--- config.mk ---
export PLATFORM = sky130hd
export DESIGN_NAME = asc_ctrl
export DESIGN_NICKNAME = d
export VERILOG_FILES = /design/src/core/asc_pkg.sv /design/src/core/asc_ctrl.sv
export VERILOG_INCLUDE_DIRS = /design/src /design/src/core
export SDC_FILE = /design/constraint.sdc
export NUM_CORES = 1
export LEC_CHECK = 0
export BUFFER_PORTS_ARGS = -buffer_cell sky130_fd_sc_hd__buf_4
export CAP_MARGIN = 15
export CORE_ASPECT_RATIO = 1.2
export CORE_UTILIZATION = 45
export DETAILED_ROUTE_END_ITERATION = 8
export PLACE_DENSITY = 0.8
export SLEW_MARGIN = 20
export SYNTH_ARGS = -nofsm -noshare
export SYNTH_HDL_FRONTEND = slang
export SYNTH_SLANG_ARGS = --single-unit
--- constraint.sdc ---
create_clock -name pclk -period 2.3 [get_ports pclk]
set_clock_uncertainty 0.15 [all_clocks]
set_input_delay 0.23 -clock pclk [delete_from_list [all_inputs] [get_ports pclk]]
set_output_delay 0.23 -clock pclk [all_outputs]
set_load 0.005 [all_outputs]
--- src/core/asc_map.svh ---
// register offsets, field positions and timing counts of the converter sequencer
`ifndef ASC_MAP_SVH
`define ASC_MAP_SVH

// register byte offsets on the apb bus
`define ASC_OFF_PWR 8'h00
`define ASC_OFF_CTL 8'h04
`define ASC_OFF_CHSEL 8'h08
`define ASC_OFF_SWTRIG 8'h0C
`define ASC_OFF_STAT 8'h10
`define ASC_OFF_MASK 8'h14
`define ASC_OFF_RES_A 8'h18
`define ASC_OFF_RES_B 8'h1C

// power_control_register bits
`define ASC_PWR_REF 5
`define ASC_PWR_BG 6
`define ASC_PWR_CV 7

// primary_control_register fields
`define ASC_CTL_EN_EV 0
`define ASC_CTL_EN_SW 1
`define ASC_CTL_EN_EXT 2
`define ASC_CTL_SAMPLING_MODE_SELECT 4
`define ASC_CTL_ACQ_LSB 8
`define ASC_CTL_ACQ_MSB 11
`define ASC_CTL_CNT_LSB 12
`define ASC_CTL_CNT_MSB 15

// status and mask bits
`define ASC_ST_RES_A 0
`define ASC_ST_RES_B 1
`define ASC_ST_DROP 2
`define ASC_ST_W 3

// timing
`define ASC_CLK_NS 40
`define ASC_TD_SH_NS 100
`define ASC_TRIG_TO_SH ((`ASC_TD_SH_NS + `ASC_CLK_NS - 1) / `ASC_CLK_NS)
`define ASC_LAT_A 4
`define ASC_LAT_B 5
`define ASC_GAP_SEQ 1
`define ASC_GAP_SIM 2
`define ASC_FLAG_DLY 2

`endif

--- src/core/asc_pkg.sv ---
// types shared by the converter sequencer
package asc_pkg;

  typedef enum logic [1:0] {
    ASC_IDLE,
    ASC_DELAY,
    ASC_SH,
    ASC_GAP
  } asc_fsm_e;

  // control towards the analog converter core
  typedef struct packed {
    logic sh;
    logic simultaneous;
    logic band_gap_power_bit;
    logic reference_power_bit;
    logic converter_power_bit;
    logic [3:0] chan_a;
    logic [3:0] chan_b;
  } asc_ana_out_s;

  // digitised words coming back from the converter pipeline
  typedef struct packed {
    logic [11:0] data_a;
    logic [11:0] data_b;
  } asc_ana_in_s;

  typedef struct packed {
    asc_fsm_e fsm;
    logic [3:0] cnt;
    logic [3:0] rem;
    logic mode;
    logic [3:0] acq;
    logic sh;
    logic [4:0] pipe;
    logic [1:0] fa;
    logic [1:0] fb;
    logic ext_s1;
    logic ext_s2;
    logic ext_s3;
    logic ext_lvl;
    logic bg;
    logic refp;
    logic cv;
    logic [2:0] trig_en;
    logic sampling_mode_select;
    logic [3:0] acq_cfg;
    logic [3:0] cnt_cfg;
    logic [3:0] chsel;
    logic [2:0] status;
    logic [2:0] mask;
    logic [11:0] res_a;
    logic [11:0] res_b;
    logic [31:0] prdata;
  } asc_state_s;

endpackage
--- src/core/asc_ctrl.sv ---
// converter sequencer: power bits, triggers, sample/hold timing, results, interrupt
//
// Added by the designer: the APB slave port and the register offsets.
`timescale 1ns/1ps
`include "asc_map.svh"

module asc_ctrl (
  // apb clock and reset
  input wire logic pclk,
  input wire logic presetn,
  // apb slave
  input wire logic psel,
  input wire logic penable,
  input wire logic pwrite,
  input wire logic [7:0] paddr,
  input wire logic [31:0] pwdata,
  output logic [31:0] prdata,
  output logic pready,
  output logic pslverr,
  // start sources
  input wire logic [1:0] event_manager_triggers,
  input wire logic external_start_conversion,
  // analog converter core
  output asc_pkg::asc_ana_out_s ana_out,
  input wire asc_pkg::asc_ana_in_s ana_in,
  // interrupt
  output logic irq
);

  asc_pkg::asc_state_s q;
  asc_pkg::asc_state_s d;

  logic acc;
  logic wr_acc;
  logic setup;
  logic hit;
  logic sw_pulse;
  logic ext_rise;
  logic trig_any;
  logic pwr_ok;
  logic go;
  logic drop;
  logic fall_now;
  logic [2:0] st_clr;
  logic [2:0] st_set;

  assign acc = psel & penable;
  assign wr_acc = acc & pwrite;
  assign setup = psel & ~penable;
  assign hit = (paddr == `ASC_OFF_PWR) | (paddr == `ASC_OFF_CTL) |
               (paddr == `ASC_OFF_CHSEL) | (paddr == `ASC_OFF_SWTRIG) |
               (paddr == `ASC_OFF_STAT) | (paddr == `ASC_OFF_MASK) |
               (paddr == `ASC_OFF_RES_A) | (paddr == `ASC_OFF_RES_B);

  // zero wait states: read data is registered in the setup cycle
  assign pready = 1'b1;
  assign pslverr = acc & ~hit;
  assign prdata = q.prdata;

  // start sources, each gated by its own enable
  assign sw_pulse = wr_acc & (paddr == `ASC_OFF_SWTRIG) & pwdata[0];
  // a pin edge counts only once the second and third stages agree
  assign ext_rise = (q.ext_s2 == q.ext_s3) & q.ext_s3 & ~q.ext_lvl;
  assign trig_any = ((|event_manager_triggers) & q.trig_en[`ASC_CTL_EN_EV]) |
                    (sw_pulse & q.trig_en[`ASC_CTL_EN_SW]) |
                    (ext_rise & q.trig_en[`ASC_CTL_EN_EXT]);
  // the settle waits are software's job; hardware only refuses while unpowered
  assign pwr_ok = q.bg & q.refp & q.cv;
  assign go = trig_any & pwr_ok & (q.fsm == asc_pkg::ASC_IDLE);
  // triggers during a run or while powered down are dropped and flagged
  assign drop = trig_any & ~go;
  assign fall_now = (q.fsm == asc_pkg::ASC_SH) & (q.cnt == 4'h0);

  assign st_clr = (wr_acc & (paddr == `ASC_OFF_STAT)) ? pwdata[`ASC_ST_W-1:0] : 3'h0;
  assign st_set = {drop, q.fb[`ASC_FLAG_DLY-1], q.fa[`ASC_FLAG_DLY-1]};

  always_comb begin
    d = q;
    // pin synchroniser
    d.ext_s1 = external_start_conversion;
    d.ext_s2 = q.ext_s1;
    d.ext_s3 = q.ext_s2;
    if (q.ext_s2 == q.ext_s3) begin
      d.ext_lvl = q.ext_s3;
    end

    // register writes take effect at the access edge
    if (wr_acc) begin
      unique case (paddr)
        `ASC_OFF_PWR: begin
          // one write may drop all three together, no order needed
          d.bg = pwdata[`ASC_PWR_BG];
          d.refp = pwdata[`ASC_PWR_REF];
          d.cv = pwdata[`ASC_PWR_CV];
        end
        `ASC_OFF_CTL: begin
          d.trig_en = pwdata[`ASC_CTL_EN_EXT:`ASC_CTL_EN_EV];
          d.sampling_mode_select = pwdata[`ASC_CTL_SAMPLING_MODE_SELECT];
          d.acq_cfg = pwdata[`ASC_CTL_ACQ_MSB:`ASC_CTL_ACQ_LSB];
          d.cnt_cfg = pwdata[`ASC_CTL_CNT_MSB:`ASC_CTL_CNT_LSB];
        end
        `ASC_OFF_CHSEL: d.chsel = pwdata[3:0];
        `ASC_OFF_MASK: d.mask = pwdata[`ASC_ST_W-1:0];
        default: ;
      endcase
    end
    // set wins over a write-one clear in the same cycle
    d.status = (q.status & ~st_clr) | st_set;

    // sequencer: delay, sample/hold pulse, gap, repeat
    unique case (q.fsm)
      asc_pkg::ASC_IDLE: begin
        if (go) begin
          d.fsm = asc_pkg::ASC_DELAY;
          d.cnt = 4'(`ASC_TRIG_TO_SH - 2);
          // mode and width are frozen for the run
          d.mode = q.sampling_mode_select;
          d.acq = q.acq_cfg;
          d.rem = q.cnt_cfg;
        end
      end
      asc_pkg::ASC_DELAY: begin
        if (q.cnt == 4'h0) begin
          d.fsm = asc_pkg::ASC_SH;
          d.sh = 1'b1;
          d.cnt = q.acq;
        end else begin
          d.cnt = q.cnt - 4'h1;
        end
      end
      asc_pkg::ASC_SH: begin
        if (q.cnt == 4'h0) begin
          // falling edge of the pulse is the sampling instant
          d.sh = 1'b0;
          if (q.rem == 4'h0) begin
            d.fsm = asc_pkg::ASC_IDLE;
          end else begin
            d.rem = q.rem - 4'h1;
            d.fsm = asc_pkg::ASC_GAP;
            // one gap clock in sequential, two when a pair is converted
            d.cnt = q.mode ? 4'(`ASC_GAP_SIM - 1) : 4'(`ASC_GAP_SEQ - 1);
          end
        end else begin
          d.cnt = q.cnt - 4'h1;
        end
      end
      asc_pkg::ASC_GAP: begin
        if (q.cnt == 4'h0) begin
          d.fsm = asc_pkg::ASC_SH;
          d.sh = 1'b1;
          d.cnt = q.acq;
        end else begin
          d.cnt = q.cnt - 4'h1;
        end
      end
    endcase

    // result latency pipeline, one bit per sample in flight
    d.pipe = {q.pipe[3:0], fall_now};
    if (q.pipe[`ASC_LAT_A-1]) begin
      d.res_a = ana_in.data_a;
    end
    if (q.pipe[`ASC_LAT_B-1] & q.mode) begin
      d.res_b = ana_in.data_b;
    end
    // flags trail the result update by a couple of clocks
    d.fa = {q.fa[0], q.pipe[`ASC_LAT_A-1]};
    d.fb = {q.fb[0], q.pipe[`ASC_LAT_B-1] & q.mode};

    // read data captured in the setup cycle
    if (setup) begin
      d.prdata = 32'h0;
      unique case (paddr)
        `ASC_OFF_PWR: begin
          d.prdata[`ASC_PWR_BG] = q.bg;
          d.prdata[`ASC_PWR_REF] = q.refp;
          d.prdata[`ASC_PWR_CV] = q.cv;
        end
        `ASC_OFF_CTL: begin
          d.prdata[`ASC_CTL_EN_EXT:`ASC_CTL_EN_EV] = q.trig_en;
          d.prdata[`ASC_CTL_SAMPLING_MODE_SELECT] = q.sampling_mode_select;
          d.prdata[`ASC_CTL_ACQ_MSB:`ASC_CTL_ACQ_LSB] = q.acq_cfg;
          d.prdata[`ASC_CTL_CNT_MSB:`ASC_CTL_CNT_LSB] = q.cnt_cfg;
        end
        `ASC_OFF_CHSEL: d.prdata[3:0] = q.chsel;
        `ASC_OFF_STAT: d.prdata[`ASC_ST_W-1:0] = q.status;
        `ASC_OFF_MASK: d.prdata[`ASC_ST_W-1:0] = q.mask;
        `ASC_OFF_RES_A: d.prdata[11:0] = q.res_a;
        `ASC_OFF_RES_B: d.prdata[11:0] = q.res_b;
        default: ;
      endcase
    end
  end

  always_ff @(posedge pclk or negedge presetn) begin
    if (!presetn) begin
      q <= '0;
    end else begin
      q <= d;
    end
  end

  // channel 0..7 form group a, 8..15 group b; a pair shares the low index
  always_comb begin
    ana_out.sh = q.sh;
    ana_out.simultaneous = q.mode;
    ana_out.band_gap_power_bit = q.bg;
    ana_out.reference_power_bit = q.refp;
    ana_out.converter_power_bit = q.cv;
    if (q.mode) begin
      // mixed-index pairs cannot be expressed, so bad selections never reach the core
      ana_out.chan_a = {1'b0, q.chsel[2:0]};
      ana_out.chan_b = {1'b1, q.chsel[2:0]};
    end else begin
      ana_out.chan_a = q.chsel;
      ana_out.chan_b = q.chsel;
    end
  end

  assign irq = |(q.status & q.mask);

  // assertion helpers
  logic [4:0] sh_len_q;
  logic [4:0] per_q;
  logic per_ok_q;

  always_ff @(posedge pclk or negedge presetn) begin
    if (!presetn) begin
      sh_len_q <= 5'h00;
      per_q <= 5'h00;
      per_ok_q <= 1'b0;
    end else begin
      sh_len_q <= q.sh ? sh_len_q + 5'h01 : 5'h00;
      per_q <= fall_now ? 5'h00 : ((per_q == 5'h1F) ? per_q : per_q + 5'h01);
      if (fall_now) begin
        per_ok_q <= 1'b1;
      end else if (q.fsm == asc_pkg::ASC_IDLE) begin
        per_ok_q <= 1'b0;
      end
    end
  end
endmodule // asc_ctrl

==> key figures <==
Global routing
  • Grt ovf: 0
  • Initial antenna violation count: 0
  • Largest net degree at the start of global routing: 55
  • Global-route wire length before repair: 18000 um
  • Total Routing Usage GR: 0.221
  • Number of global-route vias before repair: 3665

Timing
  • Final Hold Fails: 0
  • Slew headroom: 0.587
  • Measured slew at the worst slew-check pin: 0.619 ns
  • Max Fclk: 0.479 GHz
  • Part of the cycle the worst path needs: 0.907
  • Final Setup Violations: 0
  • Setup Total Neg Slack: 0 ns
  • RSZ-0062 raised after global routing: false
  • Hold Slack: 0.0269 ns
  • Minimum clock period after layout: 2.09 ns
  • Final Worst Setup Slack: 0.214 ns
  • Final slew viol count: 0

Critical path
  • CP endpoint kind: register
  • Startpoint types: register
  • Worst path cell trace: inv_1, ha_1, or3b_2, o21ai_0, a41oi_1
  • Critical path fanouts, max: 6
  • Crit path max-delay cell type: or3b_2
  • Data arrival time of the critical path: 2.14 ns
  • CP max stage delay: between 0.5 and 0.6 ns
  • Worst Setup Path Type: reg2reg
  • Critical Path RT: 2.35 ns

Layout
  • P&R area growth vs syn: 27.4%
  • Final Util: 0.587
  • Most frequent cells in the layout: buf_4 (96), dfrtp_1 (93), mux2_2 (49)
  • N_diodes: 0
  • Share of layout cells above drive strength 1: 0.358
  • Final net count: 576
  • Most common cell after layout, fill and taps aside: buf_4

Route
  • DRT antenna net count: 0
  • Total number of vias: 3523
  • Post-DR vias/cell: about 5.6
  • Average wire per standard cell: about 17 um
  • Starting DRC count in detailed routing: 254
  • Routed WL: 10900 um
  • DRC: 0
  • DR pass1 iterations: 5

Placement
  • Worst slack, placed: 0.0125 ns
  • Routability cong.: between 0.8 and 0.9
  • I/O Buffers: between 80 and 90
  • HPWL Detailed: about 7400 um

Pwr
  • Power per standard cell area: just under 600 mW/mm^2
  • Clock network power share: 0.438
  • Leak: 0.00285 uW
  • Combinational Power Share: 0.079
  • Seq pwr share: 0.483
  • Switch Pwr: 723 uW
  • Internal cell power: 2740 uW
  • Worst vdd rail ir drop: 0.573 mV
  • Net Sw Frac: 0.209

Yosys
  • Average instance area after synthesis: 11.6 sq um
  • FFs w/ async S/R, synth: 1.00
  • Post-Syn Area: 0.00461 sq mm
  • Syn. warnings: 0
  • Distinct cells, synth: 60
  • Post-synthesis register bit count: 93
  • Seq/Total Area, Yosys: 0.505
  • Top post-synthesis cells by area: dfrtp_1 (50%), mux2_2 (12%), buf_4 (7.2%)
  • Synth Instances: 399
  • Yosys top cell by area: dfrtp_1
  • Top cell type's share of synthesized area: 0.505
  • Number of synthesized flops with an enable pin: 0
  • Dominant synthesized flop cell: dfrtp_1

Clock tree
  • Clock Tree Root: clkbuf_16
  • Clock Latency Late Sink: ~0.33 ns
  • Post-CTS Setup Bufs: 0
  • Post-CTS sizing: 0
  • CTS tree: built
  • Clock Sinks: 93
  • Clock transition at the registers of the reported paths: 0.06 ns
  • Clock buffer depth: 2
  • H-tree depth: 3
  • Cts bufs inserted: 9

Min path
  • Worst hold path class: in2reg

Run
  • Max-cap violation count: 0

Floorplanning
  • Chip width: 94.4 um
  • Core Region: 0.0100 sq mm
  • Die H: 113 um
  • Std-Cell Rows: 40
  • Starting Density: 0.461
  • DIE AREA: 0.0107 sq mm
  • Top Ports: 120

Status
  • Status: finished clean
[cell families (layout without fill, tap and decap cells)]
family                     Yosys count  after routing  synth area share
DFF                                 93             93             0.505
and+or+nand+nor                     90             90             0.111
AOI/OAI and AO/OA                   71             71             0.109
buffers and inverters               70            161            0.0934
muxes                               69             69             0.169
adders and majority gates            4              4            0.0109
other                                2             17           0.00163
[path summary, 6_finish.rpt]
path / startpoint / endpoint / depth (start not counted) / slack, ns
hold / removal: pwdata[1] / q[57] / 2 / 0.03
setup reg to reg: q[104] / q[104] / 5 / 0.21
setup / recovery: q[104] / q[104] / 5 / 0.21
min in group asynchronous: presetn / q[46] / 2 / 0.27
hold reg to reg: d[90] / d[91] / 0 / 0.20
max in group asynchronous: presetn / q[69] / 3 / 1.08
[worst max-delay path: cells and delay by family, from the launching register on]
family | cells | cell delay [ns]
buffers and inverters | 1 | 0.12
AOI/OAI and AO/OA | 2 | 0.50
and+or+nand+nor | 1 | 0.55
DFF | 1 | 0.41
adders and majority gates | 1 | 0.22
[per-stage QoR]
stage | instance area, sq um | instances | power [uW]
floorplan | 4670 | 414 | 1800
global placement | 5170 | 576 | 1910
detailed placement | 5170 | 576 | 1920
CTS | 5870 | 631 | 3480
global route | 5870 | 631 | 3580
finish | 5870 | 631 | 3460
[registers in the layout, summed over array words and instances, names as in the netlist]
signal	count
ana_out	5
d	8
prdata	16
q	64
[synth_stat cells, drive strengths merged (3+ instances only)]
cell / number
a21oi: 6
a22o: 3
a22oi: 3
a2bb2oi: 8
a31oi: 3
buf: 50
clkbuf: 11
dfrtp: 93
ha: 4
inv: 9
mux2: 55
mux2i: 14
nand2: 33
nand3: 6
nand3b: 4
nand4: 3
nor2: 9
nor2b: 4
nor3: 10
o211ai: 6
o21a: 3
o21ai: 22
or2: 3
or3b: 4
[layout make-up]
cell class	instances	area, sq um
multi-input cells	251	1910
inverters	9	33.8
flip-flops and latches	93	2330
clock inverters	3	42.5
repair buffers	136	1130
clock buffers	13	270
fillers	782	4140
well taps	126	158
[power groups by stage]
stage                     logic [uW]  clock network, uW  registers [uW]
after CTS                        272               1540            1670
final                            274               1520            1670
after floorplan                  103                  0            1700
after global routing             299               1610            1670
after detailed placement         217                  0            1700
after global placement           213                  0            1700
[per-layer routing]
layer	up-vias	GRT usage	wire length (um)
met1	1769	0.258	4170
met5	-	0	0
met4	0	0.0933	262
met3	26	0.0437	620
li1	1575	-	-
met2	153	0.390	5860
[what timing repair did]
item / CTS / global route
setup endpoints to repair: 0 / 0
hold buffers: 39 / 0
hold endpoints to repair: 77 / 0
(Power assumes the default switching activity.)
